`config.mk`:
```
export PLATFORM = sky130hd
export DESIGN_NAME = dacp_top
export DESIGN_NICKNAME = d
export VERILOG_FILES = /design/src/core/dacp_pkg.sv /design/src/core/dacp_stream_if.sv /design/src/core/dacp_fifo.sv /design/src/core/dacp_top.sv
export VERILOG_INCLUDE_DIRS = /design/src /design/src/core
export SDC_FILE = /design/constraint.sdc
export NUM_CORES = 1
export LEC_CHECK = 0
export ABC_AREA = 1
export BUFFER_PORTS_ARGS = -buffer_cell sky130_fd_sc_hd__clkbuf_2
export CAP_MARGIN = 15
export CORE_ASPECT_RATIO = 1.5
export CORE_MARGIN = 2
export CORE_UTILIZATION = 66
export CTS_CLUSTER_DIAMETER = 50
export DETAILED_ROUTE_END_ITERATION = 12
export GPL_TIMING_DRIVEN = 0
export HOLD_SLACK_MARGIN = 0.15
export PLACE_DENSITY = 0.83
export REMOVE_ABC_BUFFERS = 1
export SYNTH_ARGS = -nofsm -noshare
export SYNTH_HDL_FRONTEND = slang
export SYNTH_SLANG_ARGS = --single-unit
export TNS_END_PERCENT = 10
```
`constraint.sdc`:
```
create_clock -name I_REF_CLK -period 5.85 [get_ports I_REF_CLK]
set_input_delay 0.8775 -clock I_REF_CLK [delete_from_list [all_inputs] [get_ports I_REF_CLK]]
set_output_delay 0.8775 -clock I_REF_CLK [all_outputs]
set_load 0.01 [all_outputs]
```
`src/core/dacp_consts.svh`:
```
// register offsets, field positions, reset values and timing of the data port front end
`ifndef DACP_CONSTS_SVH
`define DACP_CONSTS_SVH

// register offsets
`define DACP_ADDR_MODE 8'h02
`define DACP_ADDR_LOCK 8'h04
`define DACP_ADDR_STAT 8'h06

// mode register fields
`define DACP_BIT_SINGLE 6
`define DACP_BIT_DATA_CLOCK_EXPORT 3
`define DACP_BIT_SYNC 2
`define DACP_BIT_IQ_SELECT_POLARITY 1
// lock register field
`define DACP_BIT_LOCKEXT 0

// status register fields
`define DACP_ST_LOCK 0
`define DACP_ST_OVF 1
`define DACP_ST_EMPTY 2
`define DACP_ST_FULL 3
`define DACP_ST_PIN_OUT 4

// reset values
`define DACP_RST_SINGLE 1'b0
`define DACP_RST_DATA_CLOCK_EXPORT 1'b0
`define DACP_RST_SYNC 1'b0
`define DACP_RST_IQ_SELECT_POLARITY 1'b0
`define DACP_RST_LOCKEXT 1'b0

// timing
`define DACP_REF_PERIOD_NS 50
`define DACP_DBL_HALF_NS 200

`endif

```
`src/core/dacp_pkg.sv`:
```
// types shared by the data port front end
package dacp_pkg;
   typedef enum logic [1:0] {DACP_PIN_IN, DACP_PIN_CLK_OUT, DACP_PIN_LOCK_OUT} dacp_pin_mode_t;
   typedef enum logic {DACP_WAIT_I, DACP_WAIT_Q} dacp_pair_st_t;
endpackage

```
`src/core/dacp_stream_if.sv`:
```
// valid/ready stream into and out of the sample fifo
`timescale 1ns/10ps
interface dacp_stream_if #(parameter int W = 32);
   logic in_valid;
   logic in_ready;
   logic [W-1:0] in_data;
   logic out_valid;
   logic out_ready;
   logic [W-1:0] out_data;
   modport src (output in_valid, output in_data, input in_ready,
                input out_valid, input out_data, output out_ready);
   modport fifo (input in_valid, input in_data, output in_ready,
                 output out_valid, output out_data, input out_ready);
endinterface

```
`src/core/dacp_fifo.sv`:
```
// sample pair fifo, flip-flop storage
`timescale 1ns/10ps
module dacp_fifo
   import dacp_pkg::*;
#(
   parameter int W = 32,
   parameter int DEPTH = 16
) (
   // clock and reset
   input wire logic i_clk,
   input wire logic i_rst_b,
   // both stream sides
   dacp_stream_if.fifo s
);
   localparam int AW = (DEPTH > 1) ? $clog2(DEPTH) : 1;
   localparam int CW = $clog2(DEPTH + 1);
   localparam logic [AW-1:0] LAST = AW'(DEPTH - 1);
   localparam logic [CW-1:0] FULLC = CW'(DEPTH);

   logic [W-1:0] mem [DEPTH];
   logic [AW-1:0] wr_ptr;
   logic [AW-1:0] rd_ptr;
   logic [CW-1:0] cnt;
   logic do_wr;
   logic do_rd;

   assign s.in_ready = (cnt != FULLC);
   assign s.out_valid = (cnt != '0);
   assign s.out_data = mem[rd_ptr];
   assign do_wr = s.in_valid && s.in_ready;
   assign do_rd = s.out_valid && s.out_ready;

   always_ff @(posedge i_clk) begin
      if (do_wr) begin
         mem[wr_ptr] <= s.in_data;
      end
   end

   always_ff @(posedge i_clk or negedge i_rst_b) begin
      if (!i_rst_b) begin
         wr_ptr <= '0;
         rd_ptr <= '0;
         cnt <= '0;
      end else begin
         if (do_wr) begin
            wr_ptr <= (wr_ptr == LAST) ? '0 : wr_ptr + 1'b1;
         end
         if (do_rd) begin
            rd_ptr <= (rd_ptr == LAST) ? '0 : rd_ptr + 1'b1;
         end
         if (do_wr && !do_rd) begin
            cnt <= cnt + 1'b1;
         end else if (do_rd && !do_wr) begin
            cnt <= cnt - 1'b1;
         end
      end
   end
endmodule

```
`src/core/dacp_top.sv`:
```
// data port front end: shared clock/lock pin, port routing, sample fifo
//
// Decided for this implementation: strobed register access and the register addresses.
`timescale 1ns/10ps
`include "dacp_consts.svh"
module dacp_top
   import dacp_pkg::*;
#(
   parameter int DEPTH = 16,
   parameter int DBL_HALF = `DACP_DBL_HALF_NS / `DACP_REF_PERIOD_NS
) (
   // clock and reset
   input wire logic I_REF_CLK,
   input wire logic I_RST_B,
   // register port
   input wire logic [7:0] I_ADDR,
   input wire logic [7:0] I_WDATA,
   input wire logic I_WR,
   input wire logic I_RD,
   output logic [7:0] O_RDATA,
   // data ports
   input wire logic [15:0] I_PORT_ONE_BITS,
   input wire logic [13:0] I_PORT_TWO_LOW_BITS,
   input wire logic I_SHARED_IQ_SELECT_PIN,
   // shared clock / lock pin
   input wire logic I_SHARED_CLOCK_LOCK_PIN,
   output logic O_SHARED_CLOCK_LOCK_PIN,
   output logic O_SHARED_CLOCK_LOCK_PIN_OE,
   // shared double rate clock pin
   input wire logic I_SHARED_DOUBLE_RATE_CLOCK_PIN,
   output logic O_SHARED_DOUBLE_RATE_CLOCK_PIN,
   output logic O_SHARED_DOUBLE_RATE_CLOCK_PIN_OE,
   // pll status
   input wire logic I_PLL_LOCK,
   // sample pair stream
   output logic [15:0] O_I_WORD,
   output logic [15:0] O_Q_WORD,
   output logic O_WORD_VALID,
   input wire logic I_WORD_READY
);
   localparam int SW = 34;
   localparam int CW = (DBL_HALF > 1) ? $clog2(DBL_HALF) : 1;
   localparam logic [CW-1:0] HALF_LAST = CW'(DBL_HALF - 1);

   // control bits
   logic single_port_mode;
   logic data_clock_export;
   logic clock_synchronizer_enable;
   logic iq_select_polarity;
   logic lock_status_export;
   logic overflow;

   // synchronised pins
   logic [SW-1:0] raw;
   logic [SW-1:0] sync1;
   logic [SW-1:0] sync2;
   logic [15:0] port_one_bits;
   logic [13:0] port_two_low_bits;
   logic iq_select_input;
   logic dbl_pin_in;
   logic clk_pin_in;
   logic lock_s;
   logic clk_pin_prev;
   logic pin_rise;

   // internal clock divider
   logic [CW-1:0] div_cnt;
   logic tick;
   logic dbl_int;
   logic dclk_int;
   logic dbl_rise;
   logic dclk_rise;

   // latch and pairing
   dacp_pin_mode_t pin_mode;
   dacp_pair_st_t pair_st;
   logic use_pin;
   logic int_ev;
   logic lat_ev;
   logic take;
   logic to_i;
   logic [15:0] i_hold;
   logic push_v;
   logic [15:0] push_i;
   logic [15:0] push_q;
   logic wr_stat_ovf;

   dacp_stream_if #(.W(32)) strm ();

   dacp_fifo #(.W(32), .DEPTH(DEPTH)) u_fifo (
      .i_clk(I_REF_CLK),
      .i_rst_b(I_RST_B),
      .s(strm)
   );

   // every data port, shared pin and pll lock input passes two flops; data and clock share the same latency
   assign raw = {I_PLL_LOCK, I_SHARED_CLOCK_LOCK_PIN, I_SHARED_DOUBLE_RATE_CLOCK_PIN,
                 I_SHARED_IQ_SELECT_PIN, I_PORT_TWO_LOW_BITS, I_PORT_ONE_BITS};

   always_ff @(posedge I_REF_CLK or negedge I_RST_B) begin
      if (!I_RST_B) begin
         sync1 <= '0;
         sync2 <= '0;
         clk_pin_prev <= 1'b0;
      end else begin
         sync1 <= raw;
         sync2 <= sync1;
         clk_pin_prev <= clk_pin_in;
      end
   end

   assign port_one_bits = sync2[15:0];
   assign port_two_low_bits = sync2[29:16];
   assign iq_select_input = sync2[30];
   assign dbl_pin_in = sync2[31];
   assign clk_pin_in = sync2[32];
   assign lock_s = sync2[33];
   assign pin_rise = clk_pin_in && !clk_pin_prev;

   // register writes
   assign wr_stat_ovf = I_WR && (I_ADDR == `DACP_ADDR_STAT) && I_WDATA[`DACP_ST_OVF];

   always_ff @(posedge I_REF_CLK or negedge I_RST_B) begin
      if (!I_RST_B) begin
         single_port_mode <= `DACP_RST_SINGLE;
         data_clock_export <= `DACP_RST_DATA_CLOCK_EXPORT;
         clock_synchronizer_enable <= `DACP_RST_SYNC;
         iq_select_polarity <= `DACP_RST_IQ_SELECT_POLARITY;
         lock_status_export <= `DACP_RST_LOCKEXT;
      end else if (I_WR) begin
         if (I_ADDR == `DACP_ADDR_MODE) begin
            single_port_mode <= I_WDATA[`DACP_BIT_SINGLE];
            data_clock_export <= I_WDATA[`DACP_BIT_DATA_CLOCK_EXPORT];
            clock_synchronizer_enable <= I_WDATA[`DACP_BIT_SYNC];
            iq_select_polarity <= I_WDATA[`DACP_BIT_IQ_SELECT_POLARITY];
         end
         if (I_ADDR == `DACP_ADDR_LOCK) begin
            lock_status_export <= I_WDATA[`DACP_BIT_LOCKEXT];
         end
      end
   end

   // sticky overflow; a new overflow beats a clear in the same cycle
   always_ff @(posedge I_REF_CLK or negedge I_RST_B) begin
      if (!I_RST_B) begin
         overflow <= 1'b0;
      end else if (lat_ev && push_v) begin
         overflow <= 1'b1;
      end else if (wr_stat_ovf) begin
         overflow <= 1'b0;
      end
   end

   // read data stands one cycle only
   always_ff @(posedge I_REF_CLK or negedge I_RST_B) begin
      if (!I_RST_B) begin
         O_RDATA <= '0;
      end else begin
         O_RDATA <= '0;
         if (I_RD) begin
            case (I_ADDR)
               `DACP_ADDR_MODE: begin
                  O_RDATA[`DACP_BIT_SINGLE] <= single_port_mode;
                  O_RDATA[`DACP_BIT_DATA_CLOCK_EXPORT] <= data_clock_export;
                  O_RDATA[`DACP_BIT_SYNC] <= clock_synchronizer_enable;
                  O_RDATA[`DACP_BIT_IQ_SELECT_POLARITY] <= iq_select_polarity;
               end
               `DACP_ADDR_LOCK: begin
                  O_RDATA[`DACP_BIT_LOCKEXT] <= lock_status_export;
               end
               `DACP_ADDR_STAT: begin
                  O_RDATA[`DACP_ST_LOCK] <= lock_s;
                  O_RDATA[`DACP_ST_OVF] <= overflow;
                  O_RDATA[`DACP_ST_EMPTY] <= !strm.out_valid;
                  O_RDATA[`DACP_ST_FULL] <= !strm.in_ready;
                  O_RDATA[`DACP_ST_PIN_OUT] <= O_SHARED_CLOCK_LOCK_PIN_OE;
               end
               default: begin
                  O_RDATA <= '0;
               end
            endcase
         end
      end
   end

   // divider: double rate clock, data clock at half of it
   assign tick = (div_cnt == HALF_LAST);
   assign dbl_rise = tick && !dbl_int;
   assign dclk_rise = tick && dbl_int && !dclk_int;

   always_ff @(posedge I_REF_CLK or negedge I_RST_B) begin
      if (!I_RST_B) begin
         div_cnt <= '0;
         dbl_int <= 1'b0;
         dclk_int <= 1'b0;
      end else begin
         div_cnt <= tick ? '0 : div_cnt + 1'b1;
         if (tick) begin
            dbl_int <= !dbl_int;
            if (dbl_int) begin
               dclk_int <= !dclk_int;
            end
         end
      end
   end

   // lock export overrides the clock export bit
   always_comb begin
      if (lock_status_export) begin
         pin_mode = DACP_PIN_LOCK_OUT;
      end else if (data_clock_export) begin
         pin_mode = DACP_PIN_CLK_OUT;
      end else begin
         pin_mode = DACP_PIN_IN;
      end
   end

   assign use_pin = (pin_mode == DACP_PIN_IN) && clock_synchronizer_enable;
   // single port words come at twice the data rate
   assign int_ev = single_port_mode ? dbl_rise : dclk_rise;
   assign lat_ev = use_pin ? pin_rise : int_ev;
   // a word is refused while the previous pair still waits for the fifo
   assign take = lat_ev && !push_v;
   assign to_i = iq_select_input ^ iq_select_polarity;

   always_ff @(posedge I_REF_CLK or negedge I_RST_B) begin
      if (!I_RST_B) begin
         O_SHARED_CLOCK_LOCK_PIN <= 1'b0;
         O_SHARED_CLOCK_LOCK_PIN_OE <= 1'b0;
      end else begin
         case (pin_mode)
            DACP_PIN_IN: begin
               O_SHARED_CLOCK_LOCK_PIN <= 1'b0;
               O_SHARED_CLOCK_LOCK_PIN_OE <= 1'b0;
            end
            DACP_PIN_CLK_OUT: begin
               O_SHARED_CLOCK_LOCK_PIN <= dclk_int;
               O_SHARED_CLOCK_LOCK_PIN_OE <= 1'b1;
            end
            DACP_PIN_LOCK_OUT: begin
               O_SHARED_CLOCK_LOCK_PIN <= lock_s;
               O_SHARED_CLOCK_LOCK_PIN_OE <= 1'b1;
            end
            default: begin
               O_SHARED_CLOCK_LOCK_PIN <= 1'b0;
               O_SHARED_CLOCK_LOCK_PIN_OE <= 1'b0;
            end
         endcase
      end
   end

   always_ff @(posedge I_REF_CLK or negedge I_RST_B) begin
      if (!I_RST_B) begin
         O_SHARED_DOUBLE_RATE_CLOCK_PIN <= 1'b0;
         O_SHARED_DOUBLE_RATE_CLOCK_PIN_OE <= 1'b0;
      end else begin
         O_SHARED_DOUBLE_RATE_CLOCK_PIN <= single_port_mode && dbl_int;
         O_SHARED_DOUBLE_RATE_CLOCK_PIN_OE <= single_port_mode;
      end
   end

   // word latch, I/Q pairing and push toward the fifo
   always_ff @(posedge I_REF_CLK or negedge I_RST_B) begin
      if (!I_RST_B) begin
         pair_st <= DACP_WAIT_I;
         i_hold <= '0;
         push_v <= 1'b0;
         push_i <= '0;
         push_q <= '0;
      end else begin
         if (push_v && strm.in_ready) begin
            push_v <= 1'b0;
         end
         if (!single_port_mode) begin
            pair_st <= DACP_WAIT_I;
            if (take) begin
               push_v <= 1'b1;
               push_i <= port_one_bits;
               push_q <= {iq_select_input, dbl_pin_in, port_two_low_bits};
            end
         end else if (take) begin
            case (pair_st)
               DACP_WAIT_I: begin
                  if (to_i) begin
                     i_hold <= port_one_bits;
                     pair_st <= DACP_WAIT_Q;
                  end
               end
               DACP_WAIT_Q: begin
                  if (to_i) begin
                     i_hold <= port_one_bits;
                  end else begin
                     push_v <= 1'b1;
                     push_i <= i_hold;
                     push_q <= port_one_bits;
                     pair_st <= DACP_WAIT_I;
                  end
               end
               default: begin
                  pair_st <= DACP_WAIT_I;
               end
            endcase
         end
      end
   end

   assign strm.in_valid = push_v;
   assign strm.in_data = {push_i, push_q};
   assign strm.out_ready = !O_WORD_VALID || I_WORD_READY;

   // output stage keeps the stream outputs on flops
   always_ff @(posedge I_REF_CLK or negedge I_RST_B) begin
      if (!I_RST_B) begin
         O_WORD_VALID <= 1'b0;
         O_I_WORD <= '0;
         O_Q_WORD <= '0;
      end else if (strm.out_ready) begin
         O_WORD_VALID <= strm.out_valid;
         if (strm.out_valid) begin
            O_I_WORD <= strm.out_data[31:16];
            O_Q_WORD <= strm.out_data[15:0];
         end
      end
   end

   // helper: length of each high phase of the double rate output
   logic [7:0] hi_len;
   always_ff @(posedge I_REF_CLK or negedge I_RST_B) begin
      if (!I_RST_B) begin
         hi_len <= '0;
      end else begin
         hi_len <= O_SHARED_DOUBLE_RATE_CLOCK_PIN ? hi_len + 1'b1 : '0;
      end
   end
endmodule

```
==> metrics.md <==
| Metric | Value |
|---|---|
| CTS tree | yes |
| Post-synthesis sequential area ratio | 70.5% |
| Static leakage | 13.8 nW |
| Vias in the first global route | 20700 |
| Post-Synthesis Cells | between 2000 and 3000 |
| Avg Cell Area, Syn | 10.6 um2 |
| Peak supply drop | 0.322 mV |
| Min Tclk post-route | 3.24 ns |
| Yosys cell types | 29 |
| Clock buffer depth | 3 |
| Via count | 20100 |
| Worst Hold Depth | 0 |
| Top delay family on crit path | buffers and inverters |
| Post-synth top area share | a little over half |
| Synth area leaders | edfxtp_1, dfrtp_1, nand2_1, nand3_1, inv_1 |
| Core Rows | 93 |
| First-pass GRT wire length | between 100000 and 150000 um |
| Clk slew on worst S/H paths | 0.07 ns |
| CP startpoint kind | flip-flop |
| # IOs | 100 |
| Initial antenna violation count | 1 |
| Top_reg_cell synth | edfxtp_1 |
| Final Skew | 0.0146 ns |
| N_diodes | 0 |
| Die width | between 150 and 200 um |
| Crit path buf inv count | 4 |
| Starting DRT DRC Count | roughly 2900 |
| DP Wirelength | a little under 40000 um |
| H-Tree Level Count | 2 |
| CP Cell Sequence | buf_16 -> buf_16 -> inv_8 -> buf_16 -> nand2_1 -> nand3_1 -> a21oi_1 -> nor2_1 -> a21oi_1 |
| Number of vias per cell | 5.99 |
| Largest net degree at the start of global routing | approximately 140 |
| Final RePlAce weighted congestion | 0.791 |
| Placed cells | roughly 3200 |
| Post-cts resize count | 0 |
| Crit path arrival time | around 3.7 ns |
| R2r setup slk | 2.61 ns |
| Pwr Total | roughly 0.014 W |
| DRT antenna net count | 0 |
| WL/cell | ~21 um |
| Netlist area before placement | 0.0284 mm2 |
| Max FO, Critical Path | 135 |
| Postcts setup bufs | 0 |
| Fin. max-slew vios | 0 |
| Leading area contributor after synthesis | edfxtp_1 |
| Critical Path Max Stage Delay | about 0.63 ns |
| IO buf count | 94 |
| Clock root cell | clkbuf_16 |
| CP endpoint kind | flip-flop |
| Endpoints failing setup | 0 |
| Slew HR | 25.9% |
| Die area | 0.0447 mm2 |
| GRT Residual Overflow | 0 |
| Worst setup path class | flip-flop to flip-flop |
| Die extent in y | 258 um |
| CORE AREA | ~0.043 mm2 |
| Final Hold Vio Count | 0 |
| Total Routing Usage GR | 31.7% |
| Hold Path Class | flip-flop to flip-flop |
| Ys Warns | 0 |
| Worst slew pin tran | 1.11 ns |
| Status | completed |
| Critical path depth in cells | 9 |
| CTS Sinks | 697 |
| Number of remaining DRC errors | 0 |
| Starting density of the core | between 60% and 70% |
| Final worst path period share | 55.4% |
| Finished Layout Cells | 3352 |
| Final nets | 2799 |
| Asr flop ratio synth | 26.5% |
| Post-synth EDFFs | 512 |
| Critical Path RT | ~6.3 ns |
| Yosys reg bits | roughly 700 |
| Fmax | 0.308 GHz |
| Area Growth Syn to Fin | 12.4% |
| Worst path slowest cell | dfrtp_4 |
| # hold bufs at CTS | 0 |
| Layout cells sized above 1 | 9.24% |
| Number of buffers created by CTS | 58 |
| Drt pass-1 iters | 7 |
| RSZ-0062 raised after global routing | no |
| Worst skew pair latency | 0.61 ns |
| Post-detailed-routing wire length | slightly above 70000 um |
| Pwr/cell area | 426 mW/mm2 |
| Max-Cap Viols | 0 |
| R2R cell count | 9 |
| Critical Path Most Common Cell | buf_16 |
==> state kept, by name, indices dropped and copies added, names as in the netlist, 2 cells and up <==
name and cells:
O_Q_WORD 16, O_RDATA 6, u_fifo.wr_ptr 4, div_cnt 2
push_q 16, u_fifo.mem 512, i_hold 16, u_fifo.cnt 5
sync2 34, O_I_WORD 16, sync1 34, push_i 16
u_fifo.rd_ptr 4
==> cells in the mapped netlist (5+ instances only) <==
cell type / count
a21oi_1: 69
buf_1: 18
buf_2: 67
buf_4: 5
clkbuf_1: 40
dfrtp_1: 185
edfxtp_1: 512
ha_1: 11
inv_1: 356
nand2_1: 852
nand3_1: 418
nor2_1: 96
o21ai_0: 14
xor2_1: 6
==> final timing paths <==
check                                        startpoint                 endpoint
hold / removal                       sync1[9]$_DFF_PN0_       sync2[9]$_DFF_PN0_
setup reg to reg           u_fifo.rd_ptr[0]$_DFFE_PN0P_  O_Q_WORD[6]$_DFFE_PN0P_
max in group asynchronous                       I_RST_B  O_Q_WORD[3]$_DFFE_PN0P_
setup / recovery           u_fifo.rd_ptr[0]$_DFFE_PN0P_  O_Q_WORD[6]$_DFFE_PN0P_
hold reg to reg                      sync1[9]$_DFF_PN0_       sync2[9]$_DFF_PN0_
min in group asynchronous                       I_RST_B  O_I_WORD[9]$_DFFE_PN0P_
==> report_power, final <==
part	switching, W	internal (W)	total [W]
Combinational	0.00240	0.00110	0.00351
Clock	0.00174	0.00229	0.00403
Sequential	0.000388	0.00566	0.00605
Total	0.00453	0.00906	0.0136
==> through the flow <==
step           TNS [ns]  area [um2]  setup WS (ns)  utilization (%)  hold WS [ns]
6_report              0       31900           2.61             74.7         0.340
5_1_grt               0       31900           2.47             74.7         0.349
4_1_cts               0       31900           2.59             74.6         0.344
3_5_place_dp          0       29900           2.61             69.9         0.335
3_3_place_gp    -337.04       29000          -9.82             67.8         0.333
2_1_floorplan    -98.88       27800          -2.92                -         0.331
==> layer usage <==
metal  track usage (%)  wire, um
met3              5.80      7480
met1              38.2     23900
met4              19.9      4280
met2              53.3     35000
met5                 0        12
==> layout make-up <==
cell class / instances / area [um2]
fill: 2424 / 10800
clock inverter: 24 / 225
sequential: 697 / 20000
inverter: 361 / 1370
timing repair buffer: 127 / 1250
clock buffer: 86 / 1780
tap: 570 / 713
multi-input combinational: 1487 / 6540
==> kinds of logic after synthesis <==
family	count (synthesis)	synth area share, %
and+or+nand+nor	1376	20.2
DFF	697	70.5
buffers and inverters	492	6.90
AOI/OAI and AO/OA	87	1.57
adders and majority gates	12	0.556
xor gates and xnor gates	10	0.309
other	1	0.0132
==> cell usage in the layout (no fill, tap or decap), drive strengths merged <==
cell type  Yosys  routed
nor3           3       3
xor2           6       6
fa             1       1
a21oi         70      70
o21ai         14      14
nand4          3       3
nor2          98      98
a211oi         1       1
inv          360     362
ha            11      11
o211ai         2       2
dfrtp        185     185
clkbuf        40     180
buf           91      33
nand2        854     854
bufinv         0       4
edfxtp       512     512
conb           1       2
nand3        418     418
xnor2          4       4
clkinv         1      19
(Power assumes the default switching activity.)
